===== src/usrc_pkg.sv =====
// constants and types shared by the serial control block
`default_nettype none
package usrc_pkg;
	// ------------------------------------------------------------------
	// register map (printed index, byte address is four times it)
	// ------------------------------------------------------------------
	localparam logic [7:0] SCTL_IDX    = 8'h06;
	localparam logic [7:0] STAT_IDX    = 8'h08;
	localparam logic [7:0] MASK_IDX    = 8'h09;
	localparam logic [7:0] SCTL_RESET  = 8'h00;
	localparam logic [7:0] SCTL_WMASK  = 8'hdf;
	localparam int         RX_ON_BIT   = 7;
	localparam int         TX_ON_BIT   = 6;
	localparam int         SFD_ON_BIT  = 4;
	localparam int         OD_BIT      = 3;
	localparam int         RX_MODE_LO  = 1;
	localparam int         MULTI_BIT   = 0;
	// ------------------------------------------------------------------
	// receiver mode codes and baud divisors
	// ------------------------------------------------------------------
	localparam logic [1:0] RXM_NORMAL  = 2'h0;
	localparam logic [1:0] RXM_DOUBLE  = 2'h1;
	localparam logic [1:0] RXM_GEN_AUTO = 2'h2;
	localparam logic [1:0] RXM_BUS_AUTO = 2'h3;
	localparam logic [4:0] DIV_NORMAL  = 5'h10;
	localparam logic [4:0] DIV_DOUBLE  = 5'h08;
	// ------------------------------------------------------------------
	// autobaud measurement
	// ------------------------------------------------------------------
	localparam logic [6:0] LIN_SPAN_MIN = 7'h1a;
	localparam logic [6:0] LIN_SPAN_MAX = 7'h26;
	localparam logic [6:0] GEN_SPAN_MIN = 7'h02;
	localparam logic [6:0] SPAN_CNT_MAX = 7'h7f;
	localparam logic [2:0] SYNC_EDGES   = 3'h5;
	// ------------------------------------------------------------------
	// status and mask bits
	// ------------------------------------------------------------------
	localparam int         ST_W        = 4;
	localparam int         ST_WAKE     = 0;
	localparam int         ST_SYNC_OK  = 1;
	localparam int         ST_SYNC_ERR = 2;
	localparam int         ST_TX_OFF   = 3;
	localparam logic [ST_W-1:0] ST_RESET = 4'h0;

	typedef enum logic [2:0] {
		ABD_IDLE = 3'b001,
		ABD_MEAS = 3'b010,
		ABD_STOP = 3'b100
	} usrc_abd_state_t;

	function automatic logic [7:0] byte_addr(input logic [7:0] idx);
		byte_addr = {idx[5:0], 2'b00};
	endfunction
endpackage : usrc_pkg
`default_nettype wire


===== src/usrc_abd_if.sv =====
// link between the control logic and the autobaud detector
`default_nettype none
interface usrc_abd_if;
	logic       clr;
	logic       gen;
	logic       lin;
	logic       rxd;
	logic       tick;
	logic       ok;
	logic       err;
	logic [7:0] period;
	modport ctl (output clr, gen, lin, rxd, tick, input ok, err, period);
	modport abd (input clr, gen, lin, rxd, tick, output ok, err, period);
endinterface : usrc_abd_if
`default_nettype wire


===== src/usrc_autobaud.sv =====
// autobaud sync-character measurement
`default_nettype none
module usrc_autobaud
	import usrc_pkg::*;
(
	input  wire logic MCLK,
	input  wire logic NRST,
	usrc_abd_if.abd   ab
);
	usrc_abd_state_t st_q, st_d;
	logic [6:0] cnt_q, cnt_d;
	logic [2:0] edg_q, edg_d;
	logic [8:0] sum_q, sum_d;
	logic       prev_q, prev_d, bad_q, bad_d, ok_q, ok_d, err_q, err_d;
	logic [7:0] per_q, per_d;
	logic       fall, span_ok;

	assign fall = prev_q & ~ab.rxd;
	// lin sync spans two bits of 16 samples each, window is nominal plus or minus six
	assign span_ok = ab.lin ? (cnt_q >= LIN_SPAN_MIN && cnt_q <= LIN_SPAN_MAX)
	                        : (cnt_q >= GEN_SPAN_MIN && cnt_q != SPAN_CNT_MAX);
	assign ab.ok = ok_q;
	assign ab.err = err_q;
	assign ab.period = per_q;

	always_comb begin
		st_d = st_q;
		cnt_d = cnt_q;
		edg_d = edg_q;
		sum_d = sum_q;
		bad_d = bad_q;
		per_d = per_q;
		ok_d = 1'b0;
		err_d = 1'b0;
		prev_d = ab.rxd;
		if (ab.tick && cnt_q != SPAN_CNT_MAX)
			cnt_d = cnt_q + 7'h01;
		case (st_q)
			ABD_IDLE: begin
				if (fall) begin
					st_d = ABD_MEAS;
					// the tick of the edge cycle itself belongs to the new span
					cnt_d = {6'h00, ab.tick};
					edg_d = 3'h1;
					sum_d = 9'h000;
					bad_d = 1'b0;
				end
			end
			ABD_MEAS: begin
				if (fall) begin
					bad_d = bad_q | ~span_ok;
					sum_d = sum_q + {2'b00, cnt_q};
					edg_d = edg_q + 3'h1;
					cnt_d = {6'h00, ab.tick};
					if (edg_q + 3'h1 == SYNC_EDGES)
						st_d = ABD_STOP;
				end
			end
			ABD_STOP: begin
				// sample the stop bit one and a half bits after the last falling edge
				if (cnt_q == sum_q[8:3] + {1'b0, sum_q[8:4]}) begin
					st_d = ABD_IDLE;
					if (bad_q || (ab.lin && !ab.rxd)) begin
						err_d = 1'b1;
					end else begin
						ok_d = 1'b1;
						per_d = {1'b0, sum_q[8:2]} >> 1;
					end
				end
			end
			default: st_d = ABD_IDLE;
		endcase
		if (ab.clr || !(ab.gen || ab.lin)) begin
			st_d = ABD_IDLE;
			cnt_d = 7'h00;
			edg_d = 3'h0;
			bad_d = 1'b0;
		end
	end

	always_ff @(posedge MCLK or negedge NRST) begin
		if (!NRST) begin
			st_q <= ABD_IDLE;
			cnt_q <= 7'h00;
			edg_q <= 3'h0;
			sum_q <= 9'h000;
			prev_q <= 1'b1;
			bad_q <= 1'b0;
			ok_q <= 1'b0;
			err_q <= 1'b0;
			per_q <= 8'h00;
		end else begin
			st_q <= st_d;
			cnt_q <= cnt_d;
			edg_q <= edg_d;
			sum_q <= sum_d;
			prev_q <= prev_d;
			bad_q <= bad_d;
			ok_q <= ok_d;
			err_q <= err_d;
			per_q <= per_d;
		end
	end
endmodule : usrc_autobaud
`default_nettype wire


===== src/usrc_ctrl.sv =====
// serial control register block with pin control, wake and autobaud
// Summary of operation
// - receiver enable takes over receive pin
// - disabling receiver flushes buffer and error flags
// - disabling receiver resets autobaud detection logic
// - transmitter enable takes over transmit pin
// - transmitter stops only after shifter and buffer empty
// - stopped transmitter releases pin, forces input direction
// - start edge wakes system when detection and receiver enabled
// - open drain mode drives only low
// - double speed divides by 8, not 16
// - synchronous mode ignores speed, mode field zero
// - generic autobaud accepts any valid sync
// - lin autobaud needs spans in window, 0x55
// - mode zero normal speed, one double speed
`default_nettype none
module usrc_ctrl
	import usrc_pkg::*;
(
	input  wire logic        MCLK,
	input  wire logic        NRST,
	input  wire logic        PSEL,
	input  wire logic        PENABLE,
	input  wire logic        PWRITE,
	input  wire logic [7:0]  PADDR,
	input  wire logic [31:0] PWDATA,
	output var  logic [31:0] PRDATA,
	output var  logic        PREADY,
	output var  logic        PSLVERR,
	input  wire logic        RXD_PIN,
	input  wire logic        TX_BIT,
	input  wire logic        TX_SHIFT_BUSY,
	input  wire logic        TX_BUF_EMPTY,
	input  wire logic        SYNC_MODE,
	input  wire logic        BAUD_TICK,
	output var  logic        RX_ENABLE,
	output var  logic        RX_FLUSH,
	output var  logic        TX_ENABLE,
	output var  logic        TXD_O,
	output var  logic        TXD_OE,
	output var  logic        TX_DIR_CLR,
	output var  logic        WAKE,
	output var  logic [4:0]  BAUD_DIV,
	output var  logic        MULTIPROCESSOR_COMM_MODE_EN,
	output var  logic        SYNC_OK,
	output var  logic [7:0]  BAUD_PERIOD,
	output var  logic        IRQ
);
	// ------------------------------------------------------------------
	// pin synchroniser
	// ------------------------------------------------------------------
	logic rxd_m_q, rxd_s_q, rxd_p_q;

	always_ff @(posedge MCLK or negedge NRST) begin
		if (!NRST) begin
			rxd_m_q <= 1'b1;
			rxd_s_q <= 1'b1;
			rxd_p_q <= 1'b1;
		end else begin
			rxd_m_q <= RXD_PIN;
			rxd_s_q <= rxd_m_q;
			rxd_p_q <= rxd_s_q;
		end
	end

	// ------------------------------------------------------------------
	// apb slave and registers
	// ------------------------------------------------------------------
	logic [7:0]      ctrl_q, ctrl_d;
	logic [ST_W-1:0] stat_q, stat_d, mask_q, mask_d, ev;
	logic [31:0]     rdata_q, rdata_d;
	logic            rdy_q, rdy_d, err_q, err_d;
	logic            acc, wr, hit_ctrl, hit_stat, hit_mask;
	logic [1:0]      rxm;

	// one wait state lets read data come from a register
	assign acc = PSEL & PENABLE;
	assign wr = acc & rdy_q & PWRITE & ~err_q;
	assign hit_ctrl = PADDR == byte_addr(SCTL_IDX);
	assign hit_stat = PADDR == byte_addr(STAT_IDX);
	assign hit_mask = PADDR == byte_addr(MASK_IDX);
	assign rxm = ctrl_q[RX_MODE_LO +: 2];

	always_comb begin
		ctrl_d = ctrl_q;
		mask_d = mask_q;
		rdy_d = acc & ~rdy_q;
		err_d = acc & ~rdy_q & ~(hit_ctrl | hit_stat | hit_mask);
		rdata_d = 32'h0000_0000;
		if (acc && !rdy_q && !PWRITE) begin
			if (hit_ctrl)
				rdata_d = {24'h00_0000, ctrl_q};
			else if (hit_stat)
				rdata_d = {28'h000_0000, stat_q};
			else if (hit_mask)
				rdata_d = {28'h000_0000, mask_q};
		end
		if (wr && hit_ctrl)
			ctrl_d = PWDATA[7:0] & SCTL_WMASK;
		if (wr && hit_mask)
			mask_d = PWDATA[ST_W-1:0];
		// a new event wins over a write-one clear in the same cycle
		stat_d = stat_q;
		if (wr && hit_stat)
			stat_d = stat_q & ~PWDATA[ST_W-1:0];
		stat_d = stat_d | ev;
	end

	always_ff @(posedge MCLK or negedge NRST) begin
		if (!NRST) begin
			ctrl_q <= SCTL_RESET;
			stat_q <= ST_RESET;
			mask_q <= ST_RESET;
			rdata_q <= 32'h0000_0000;
			rdy_q <= 1'b0;
			err_q <= 1'b0;
		end else begin
			ctrl_q <= ctrl_d;
			stat_q <= stat_d;
			mask_q <= mask_d;
			rdata_q <= rdata_d;
			rdy_q <= rdy_d;
			err_q <= err_d;
		end
	end

	assign PRDATA = rdata_q;
	assign PREADY = rdy_q;
	assign PSLVERR = err_q;

	// ------------------------------------------------------------------
	// pin control, wake and baud divisor
	// ------------------------------------------------------------------
	logic       receiver_enable_q, receiver_enable_d, flush_q, flush_d, txact_q, txact_d;
	logic       txo_q, txo_d, txoe_q, txoe_d, dclr_q, dclr_d;
	logic       wake_q, wake_d, irq_q, irq_d, multiprocessor_comm_mode_q, multiprocessor_comm_mode_d;
	logic [4:0] div_q, div_d;
	logic       fall;

	usrc_abd_if abd_bus ();

	assign fall = rxd_p_q & ~rxd_s_q;

	always_comb begin
		receiver_enable_d = ctrl_q[RX_ON_BIT];
		flush_d = receiver_enable_q & ~ctrl_q[RX_ON_BIT];
		// transmitter drains shifter and buffer before letting go
		txact_d = ctrl_q[TX_ON_BIT] | (txact_q & (TX_SHIFT_BUSY | ~TX_BUF_EMPTY));
		dclr_d = txact_q & ~txact_d;
		txo_d = 1'b1;
		txoe_d = 1'b0;
		if (txact_q) begin
			if (ctrl_q[OD_BIT]) begin
				txo_d = 1'b0;
				txoe_d = ~TX_BIT;
			end else begin
				txo_d = TX_BIT;
				txoe_d = 1'b1;
			end
		end
		wake_d = ctrl_q[SFD_ON_BIT] & ctrl_q[RX_ON_BIT] & fall;
		if (rxm == RXM_DOUBLE && !SYNC_MODE)
			div_d = DIV_DOUBLE;
		else
			div_d = DIV_NORMAL;
		multiprocessor_comm_mode_d = ctrl_q[MULTI_BIT];
		ev = '0;
		ev[ST_WAKE] = wake_d;
		ev[ST_SYNC_OK] = abd_bus.ok;
		ev[ST_SYNC_ERR] = abd_bus.err;
		ev[ST_TX_OFF] = dclr_d;
		irq_d = |(stat_d & mask_q);
	end

	always_ff @(posedge MCLK or negedge NRST) begin
		if (!NRST) begin
			receiver_enable_q <= 1'b0;
			flush_q <= 1'b0;
			txact_q <= 1'b0;
			dclr_q <= 1'b0;
			txo_q <= 1'b1;
			txoe_q <= 1'b0;
			wake_q <= 1'b0;
			div_q <= DIV_NORMAL;
			multiprocessor_comm_mode_q <= 1'b0;
			irq_q <= 1'b0;
		end else begin
			receiver_enable_q <= receiver_enable_d;
			flush_q <= flush_d;
			txact_q <= txact_d;
			dclr_q <= dclr_d;
			txo_q <= txo_d;
			txoe_q <= txoe_d;
			wake_q <= wake_d;
			div_q <= div_d;
			multiprocessor_comm_mode_q <= multiprocessor_comm_mode_d;
			irq_q <= irq_d;
		end
	end

	assign RX_ENABLE = receiver_enable_q;
	assign RX_FLUSH = flush_q;
	assign TX_ENABLE = txact_q;
	assign TX_DIR_CLR = dclr_q;
	assign TXD_O = txo_q;
	assign TXD_OE = txoe_q;
	assign WAKE = wake_q;
	assign BAUD_DIV = div_q;
	assign MULTIPROCESSOR_COMM_MODE_EN = multiprocessor_comm_mode_q;
	assign IRQ = irq_q;

	// ------------------------------------------------------------------
	// autobaud detector
	// ------------------------------------------------------------------
	logic       sok_q;
	logic [7:0] per_q;

	// autobaud is meaningless for synchronous links, so hold it idle there
	assign abd_bus.clr = ~ctrl_q[RX_ON_BIT] | SYNC_MODE;
	assign abd_bus.gen = rxm == RXM_GEN_AUTO;
	assign abd_bus.lin = rxm == RXM_BUS_AUTO;
	assign abd_bus.rxd = rxd_s_q;
	assign abd_bus.tick = BAUD_TICK;

	usrc_autobaud u_abd (
		.MCLK (MCLK),
		.NRST (NRST),
		.ab   (abd_bus)
	);

	always_ff @(posedge MCLK or negedge NRST) begin
		if (!NRST) begin
			sok_q <= 1'b0;
			per_q <= 8'h00;
		end else begin
			sok_q <= abd_bus.ok;
			per_q <= abd_bus.period;
		end
	end

	assign SYNC_OK = sok_q;
	assign BAUD_PERIOD = per_q;
endmodule : usrc_ctrl
`default_nettype wire


===== config.mk =====
export PLATFORM = sky130hd
export DESIGN_NAME = usrc_ctrl
export DESIGN_NICKNAME = d
export VERILOG_FILES = /design/src/usrc_pkg.sv /design/src/usrc_abd_if.sv /design/src/usrc_autobaud.sv /design/src/usrc_ctrl.sv
export SDC_FILE = /design/constraint.sdc
export NUM_CORES = 1
export LEC_CHECK = 0
export BUFFER_PORTS_ARGS = -buffer_cell sky130_fd_sc_hd__buf_2
export CAP_MARGIN = 40
export CORE_MARGIN = 5
export CORE_UTILIZATION = 54
export CTS_BUF_LIST = sky130_fd_sc_hd__clkbuf_8
export DETAILED_ROUTE_END_ITERATION = 8
export PLACE_DENSITY = 0.82
export SYNTH_ARGS = -nofsm -noshare
export SYNTH_HDL_FRONTEND = slang
export SYNTH_SLANG_ARGS = --single-unit

===== constraint.sdc =====
create_clock -name MCLK -period 3.1 [get_ports MCLK]
set_clock_uncertainty 0.2 [all_clocks]
set_input_delay 0.93 -clock MCLK [delete_from_list [all_inputs] [get_ports MCLK]]
set_output_delay 0.93 -clock MCLK [all_outputs]
set_load 0.01 [all_outputs]

# Yosys cells after proc, flatten, opt, wreduce, memory -nomap -nowiden
# Index checks and enable logic that the tools add are counted.
[word_totals] reg_bits=104 input_bits=51 out_inout_bits=57
[classes] n_addsub=4 magnitude_cmp=3 eq_ne=18 mux=38 bitwise=32 reduce_logical=26
[op_table] cell="$mux W7" count=4
[op_table] cell="$mux W3" count=8
[op_table] cell="$mux W9" count=2
[op_table] cell="$pmux W9 S2" count=1
[op_table] cell="$eq A8 B6 Y1 const B" count=2
[op_table] cell="$mux W8" count=2
[op_table] cell="$mux W1" count=14
[op_table] cell="$and A1 B1 Y1" count=12
[op_table] cell="$mux W4" count=3
[op_table] cell="$logic_and A1 B1 Y1" count=10
[op_table] cell="$not A1 Y1" count=10
[op_table] cell="$add A9 B7 Y9" count=1
[op_table] cell="$pmux W3 S3" count=1
[op_table] cell="$reduce_and A3 Y1" count=3
[op_table] cell="$and A4 B4 Y4" count=2
[op_table] cell="$eq A8 B5 Y1 const B" count=1
[op_table] cell="$add A6 B5 Y7" count=1
[op_table] cell="$add A7 B1 Y7 const B" count=1
[op_table] cell="$eq A7 B7 Y1" count=1
[op_table] cell="$ge A7 B2 Y1 const B" count=1
[op_table] cell="$ge A7 B5 Y1 const B" count=1
[op_table] cell="$le A7 B6 Y1 const B" count=1
[op_table] cell="$ne A7 B7 Y1 const B" count=1
[op_table] cell="$eq A3 B3 Y1 const B" count=2
[op_table] cell="other kinds (21)" count=36

# Logic depth before layout (Yosys ltp)
# Gate-level depths: netlist (run 1).
[depth] depth_word=9 ltp_mapped=9 depth_no_buf=9

# By module
# From an unflattened synthesis (run 1), not the netlist that was laid out.
[hier_totals] hier_cells=363 area_unflattened_um2=4022.6
[by_module_without_submodules] module="usrc_autobaud" n_inst=1 cells_each=209 area_per_inst_um2=2072.0 seq_area_each_um2=803.3
[by_module_without_submodules] module="usrc_ctrl" n_inst=1 cells_each=154 area_per_inst_um2=1950.6 seq_area_each_um2=1182.4

# Least setup slack after synthesis (run 1)
# Ideal clock, no wire load.
[synth_path] path_kind="input -> register" start="input port PADDR[1]" end="register irq_q (netlist: IRQ)" t_arrival_ns=2.435 t_required_ns=2.774 setup_slack_ns=0.339 stages=5 cell_sequence="or4_4 > nor4b_4 > nand2_1 > a21o_1 > a221o_1"
[synth_between] elab_chain_len=6
[synth_lines] element="start: declaration" line="usrc_ctrl.sv:25" text="input wire logic [7:0] PADDR,"
[synth_lines] element="$eq A8 B6 Y1" line="usrc_ctrl.sv:80" text="assign hit_stat = PADDR == byte_addr(STAT_IDX);"
[synth_lines] element="$logic_and A1 B1 Y1" line="usrc_ctrl.sv:104" text="if (wr && hit_stat)"
[synth_lines] element="$mux W4" line="usrc_ctrl.sv:104"
[synth_lines] element="$or A4 B4 Y4" line="usrc_ctrl.sv:106" text="stat_d = stat_d | ev;"
[synth_lines] element="net stat_d[2]" line="usrc_ctrl.sv:70" text="logic [ST_W-1:0] stat_q, stat_d, mask_q, mask_d, ev;"
[synth_lines] element="$and A4 B4 Y4" line="usrc_ctrl.sv:172" text="irq_d = |(stat_d & mask_q);"
[synth_lines] element="$reduce_or A4 Y1" line="usrc_ctrl.sv:172"
[synth_lines] element="net irq_d" line="usrc_ctrl.sv:136" text="logic wake_q, wake_d, irq_q, irq_d, multiprocessor_comm_mode_q, multiprocessor_comm_mode_d;"
[synth_lines] element="end signal: assignment" line="usrc_ctrl.sv:197" text="irq_q <= irq_d;"
[synth_lines] element="end: declaration" line="usrc_ctrl.sv:136"
# The timed path passes the listed nets, and every way through them passes these cells.
# A chain may end at the register's enable or synchronous reset.

# Worst setup path after layout (run 1)
[layout_path] start="register u_abd.sum_q[4]" end="register u_abd.per_q[0] (netlist: u_abd.ab.period[0])"
[layout_between] elab_chain_len=3
[layout_lines] element="start: declaration" line="usrc_autobaud.sv:13" text="logic [8:0] sum_q, sum_d;"
[layout_lines] element="start signal: assignment" line="usrc_autobaud.sv:96" text="sum_q <= sum_d;"
[layout_lines] element="$add A6 B5 Y7" line="usrc_autobaud.sv:61" text="if (cnt_q == sum_q[8:3] + {1'b0, sum_q[8:4]}) begin"
[layout_lines] element="$eq A7 B7 Y1" line="usrc_autobaud.sv:61"
[layout_lines] element="$reduce_and A3 Y1 (no source line)"
[layout_lines] element="end signal: assignment" line="usrc_autobaud.sv:101" text="per_q <= per_d;"
[layout_lines] element="end: declaration" line="usrc_autobaud.sv:15" text="logic [7:0] per_q, per_d;"
# No other way between the ends.

==> flow_summary.json, run 1 <==
{
  "status": "completed",
  "placed_cell_area_mm2": 0.00423,
  "start_util": 0.548,
  "ioPinCount": 108,
  "ir_worst_vdd_mv": 0.234,
  "synth-async-reset-ratio": 1.00,
  "slew_violations": 0,
  "switchingPower_mw": 0.443,
  "dpl.hpwl_mm": 5.75,
  "drt_wl_total_mm": 7.77,
  "synth_commonest_cells": "70 x dfrtp_1, 30 x buf_4, 30 x nor2_1",
  "grt_pass1_vias": 2777,
  "die_x_um": 95.3,
  "port_buffers": 52,
  "seqPwrFrac": 0.544,
  "nets": 491,
  "syn-instance-count": 357,
  "numCtsBuffers": 9,
  "ctsResizeCount": 0,
  "clkPwrFrac": 0.408,
  "dominantRegCellSynth": "dfrtp_1",
  "worstPathCellList": "ha_1 > inv_1 > fa_1 > nand2b_1 > a21oi_1 > xnor2_1 > nor4_2 > nand4_2 > buf_4 > mux2_2",
  "tightest_slew_ps": 665,
  "track_usage": 0.183,
  "crit_arrival_ps": 2960,
  "fin_area_mm2": 0.00444,
  "synth_largest_area_cell": "dfrtp_1",
  "crit_type": "reg2reg",
  "min_period_over_period": 0.943,
  "drt_iter0_drc": 154,
  "synth_edf_count": 0,
  "cts.clk_slew.worst_paths_ps": 80,
  "clock_path_buffers": 2,
  "crit_slowest_cell": "dfrtp_1",
  "crit_path_end_kind": "flop",
  "grt_first_pass_wirelength_mm": 12.8,
  "cpPeakStageDelay_ps": 430,
  "clock.fmax_ghz": 0.342,
  "syn_area_mm2": 0.00393,
  "worst-path-buf-inv": 2,
  "gp_congestion": 0.828,
  "p_leak_nw": 2.33,
  "maxCapViolations": 0,
  "cts_tree": "built",
  "cp_top_family": "simple AND/OR/NAND/NOR gates",
  "hold_path.class": "reg2reg",
  "grt_setup_unrepaired": "no",
  "first_pass_iters": 4,
  "dr_total_vias": 2820,
  "synth_top_area_frac": 0.446,
  "clk_latency_ps": 360,
  "max_slew_margin": 0.555,
  "worstPathMaxFanout": 6,
  "yosysMostFrequentCell": "dfrtp_1",
  "yosysWarnings": 0,
  "dieArea_mm2": 0.00909,
  "p_total_mw": 1.84,
  "antenna_found_initial": 0,
  "fin_crit_ps": 2920,
  "cp-start-kind": "flop",
  "p_per_area_mw_per_mm2": 415,
  "drive_above_1_share": 0.268,
  "final_hold_viol_count": 0,
  "p_sw_frac": 0.240,
  "core_area_mm2": 0.00718,
  "cts-htree-levels": 3,
  "rows": 31,
  "area_growth_pct": 13.0,
  "remaining_drc_errors": 0,
  "cts_num_sinks": 76,
  "utilization": 0.619,
  "synth_seq_area_share": 0.486,
  "setup_violations": 0,
  "grt_max_degree": 46,
  "clockRootBuffer": "clkbuf_8",
  "ys_ff_latch": 76,
  "n_antenna_cell": 0,
  "die_h_um": 95.3,
  "overflow": 0,
  "wl_per_cell_um": 14.8,
  "power_frac_comb": 0.048,
  "viasPerCell": 5.37,
  "r2r_slack_ps": 180,
  "p_int_mw": 1.40,
  "avgSynthCellArea_um2": 11.0,
  "ant_nets": 0,
  "synth.distinct_cells": 57,
  "required_ps": 3140,
  "synth_area_leaders": "dfrtp_1 45%, mux2_2 6.0%, buf_4 5.7%",
  "tns_ps": 0
}
layer usage:
metal,part of all wire,up-vias,global-route usage,routed length (um)
li1,-,1330,-,-
met1,0.42,1361,0.231,3270
met2,0.49,106,0.297,3810
met3,0.061,23,0.0347,472
met4,0.028,0,0.0974,221
met5,0,-,0,0
flip-flops by register name, indices dropped and copies added, names as in the netlist, 2 cells and up:
| register | flops |
|---|---|
| u_abd.edg_q | 3 |
| mask_q | 4 |
| PRDATA | 7 |
| stat_q | 4 |
| u_abd.st_q | 3 |
| BAUD_PERIOD | 6 |
| u_abd.cnt_q | 7 |
| u_abd.ab.period | 6 |
| u_abd.sum_q | 9 |
| BAUD_DIV | 2 |
| ctrl_q | 7 |
per-stage QoR:
stage,setup slack (ps),cells,hold WS (ps)
global placement,132,508,146
finish,177,525,164
global route,50.5,525,171
detailed placement,101,508,149
floorplan,339,386,145
CTS,99.8,524,161
power by group through the flow:
stage / Clock, mW / Combinational (mW) / Sequential (mW)
finish: 0.752 / 0.0883 / 1.00
global route: 0.822 / 0.101 / 1.00
CTS: 0.761 / 0.0887 / 1.00
detailed placement: 0 / 0.0887 / 1.02
global placement: 0 / 0.0871 / 1.02
floorplan: 0 / 0.0675 / 1.02
final timing paths:
path                                 from  depth (start not counted)            endpoint
setup / recovery           u_abd.sum_q[4]                         10  u_abd.ab.period[0]
hold / removal                    rxd_m_q                          0         abd_bus.rxd
setup reg to reg           u_abd.sum_q[4]                         10  u_abd.ab.period[0]
hold reg to reg                   rxd_m_q                          0         abd_bus.rxd
max in group asynchronous            NRST                          2         abd_bus.rxd
min in group asynchronous            NRST                          1             PSLVERR
logic make-up (layout without fill, tap and decap cells):
family / after synthesis / after routing / synth area share
AOI/OAI and AO/OA: 64 / 64 / 0.111
DFF: 76 / 76 / 0.486
buffers and inverters: 47 / 87 / 0.0761
adders and majority gates: 19 / 19 / 0.0643
xor gates and xnor gates: 21 / 21 / 0.0468
and+or+nand+nor: 108 / 108 / 0.155
muxes: 21 / 21 / 0.0602
other: 1 / 30 / 0.000954
cell type report:
class	instances	area [um^2]
fillers	579	2740
multi-input cells	263	1830
clock inverters	7	75.1
flip-flops and latches	76	1910
clock buffers	9	124
repair buffers	60	335
inverters	11	41.3
well taps	99	124
layout by cell type (no fill, tap or decap), drive strengths merged, types with 13 or more instances in the layout:
cell	instances
inv	14
mux2	21
nor2	30
conb	30
nand2	16
a21oi	16
xor2	13
ha	17
dfrtp	70
buf	60
repair_timing:
item / CTS / global route
setup buffers: 0 / 1
setup endpoints to repair: 0 / 6
hold buffers: 0 / 0
hold endpoints to repair: 0 / 0
No activity file was read; power rests on OpenSTA's default activity.
==> run 2, diff against run 1 <==
CORE_UTILIZATION = 39   (was 54)
PLACE_DENSITY = unset   (was 0.82)
RECOVER_POWER = 100   (was unset)
==> run 2 against run 1 <==
Effect of this change: clock-buffer cell count unchanged; highest routed layer unchanged; sequential share of layout area increased by 0.34 points; sequential power about the same; via count decreased by 2.8%; largest cell class unchanged.
==> flow_summary.json, run 2 (synthesized netlist as in run 1, its figures left out) <==
{
  "drt_wl_total_mm": 8.10,
  "dr_total_vias": 2740,
  "viasPerCell": 4.89,
  "power_frac_comb": 0.045,
  "dieArea_mm2": 0.0122,
  "cp-start-kind": "primary input",
  "largest_reg_flops": 9,
  "crit_arrival_ps": 2890,
  "start_util": 0.400,
  "grt_max_degree": 41,
  "p_total_mw": 1.83,
  "cpPeakStageDelay_ps": 600,
  "area_growth_pct": 12.1,
  "grt_pass1_vias": 2809,
  "slew_violations": 0,
  "final_common_cell": "dfrtp_1",
  "p_sw_frac": 0.240,
  "clock.fmax_ghz": 0.349,
  "clk_latency_ps": 350,
  "drive_above_1_share": 0.190,
  "grt_first_pass_wirelength_mm": 13.7,
  "maxCapViolations": 0,
  "numCtsBuffers": 9,
  "p_per_area_mw_per_mm2": 415,
  "cts_num_sinks": 76,
  "worstPathCellList": "buf_2 > or4_1 > nor4b_2 > nand2_1 > a21o_1 > a221o_1",
  "tightest_slew_ps": 1010,
  "status": "completed",
  "dpl_worst_slack_ps": 67.9,
  "ir_worst_vdd_mv": 0.163,
  "mostFrequentLayoutCells": "70 x dfrtp_1, 30 x nor2_1, 30 x conb_1",
  "remaining_drc_errors": 0,
  "tns_ps": 0,
  "n_antenna_cell": 0,
  "antenna_found_initial": 0,
  "crit_slowest_cell": "nor4b_2",
  "fillCellCount": 981,
  "utilization": 0.449,
  "hold_ws_ps": 162,
  "placed_cell_area_mm2": 0.00429,
  "rows": 36,
  "wl_per_cell_um": 14.5,
  "fin_area_mm2": 0.00441,
  "overflow": 0,
  "core_area_mm2": 0.00982,
  "grt_setup_unrepaired": "no",
  "hold_path.class": "reg2reg",
  "clock_path_buffers": 2,
  "track_usage": 0.137,
  "max_slew_margin": 0.326,
  "crit_type": "in2reg",
  "seqPwrFrac": 0.548,
  "port_buffers": 52,
  "ant_nets": 0,
  "cts-htree-levels": 3,
  "setup_violations": 0,
  "required_ps": 3130,
  "worstPathMaxFanout": 6,
  "nets": 492,
  "ioPinCount": 108,
  "place_inst": 544,
  "clockRootBuffer": "clkbuf_8",
  "switchingPower_mw": 0.439,
  "first_pass_iters": 4,
  "dpl.hpwl_mm": 5.98,
  "fin_ws_ps": 237,
  "min_period_over_period": 0.923,
  "cts_tree": "built",
  "p_int_mw": 1.39,
  "drt_iter0_drc": 187,
  "p_leak_nw": 2.20,
  "die_h_um": 110,
  "fin_crit_ps": 2860,
  "final_hold_viol_count": 0,
  "clkPwrFrac": 0.407,
  "crit_path_end_kind": "flop",
  "final_cells": 560,
  "gp_congestion": 0.754,
  "cts.clk_slew.worst_paths_ps": 80,
  "die_x_um": 110,
  "regMostFlops": "u_abd.sum_q"
}
[run 2: cell types whose count changed in the layout (fill, tap and decap cells not counted), moves of 2 or more]
cell / change
clkbuf_2: +2
clkbuf_1: +29
buf_2: -27
clkinvlp_4: -2
dfstp_1: +2
clkinv_2: +2
buf_4: -2
clkinv_4: +2
inv_6: -2
dfstp_2: -2
[run 2: what timing repair did]
item                                    CTS  global route
endpoints found under the setup margin    0             6
setup buffers                             0             0
hold buffers                              0             0
resized for setup                         0             1
[run 2: final cells by class]
| cell class | count | area [um^2] | area share |
|---|---|---|---|
| clock buffer | 9 | 124 | 0.0281 |
| timing repair buffer | 61 | 284 | 0.0645 |
| multi-input combinational | 263 | 1810 | 0.411 |
| tap | 133 | 166 | 0.0378 |
| sequential | 76 | 1910 | 0.433 |
| inverter | 11 | 41.3 | 0.00937 |
| clock inverter | 7 | 70.1 | 0.0159 |
[run 2: final timing paths]
check                                from            endpoint  slack (ps)  cells past startpoint
setup / recovery                 PADDR[1]                 IRQ         240                      6
max in group asynchronous            NRST           PRDATA[0]         730                      2
setup reg to reg           u_abd.sum_q[4]  u_abd.ab.period[2]         300                     10
min in group asynchronous            NRST      BAUD_PERIOD[2]         540                      1
hold reg to reg                   rxd_m_q         abd_bus.rxd         160                      0
hold / removal                    rxd_m_q         abd_bus.rxd         160                      0
[run 2: metal layers]
layer / up-vias / part of all wire / GRT usage
met5: - / 0 / 0
met4: 0 / 0.018 / 0.0649
met3: 10 / 0.037 / 0.0252
met2: 61 / 0.48 / 0.220
met1: 1336 / 0.46 / 0.179
li1: 1333 / - / -
[run 2: power by group through the flow]
stage	logic, mW	registers (mW)	clock network (mW)
6_report	0.0821	1.00	0.745
3_5_place_dp	0.0899	1.02	0
5_1_grt	0.0948	1.00	0.807
4_1_cts	0.0901	1.00	0.767
2_1_floorplan	0.0675	1.02	0
3_3_place_gp	0.0891	1.02	0
[run 2: worst max-delay path: cells and delay by family]
| kind | cells | cell delay (ps) |
|---|---|---|
| compound gates | 2 | 550 |
| buf+inv | 1 | 90 |
| simple gates | 3 | 1320 |
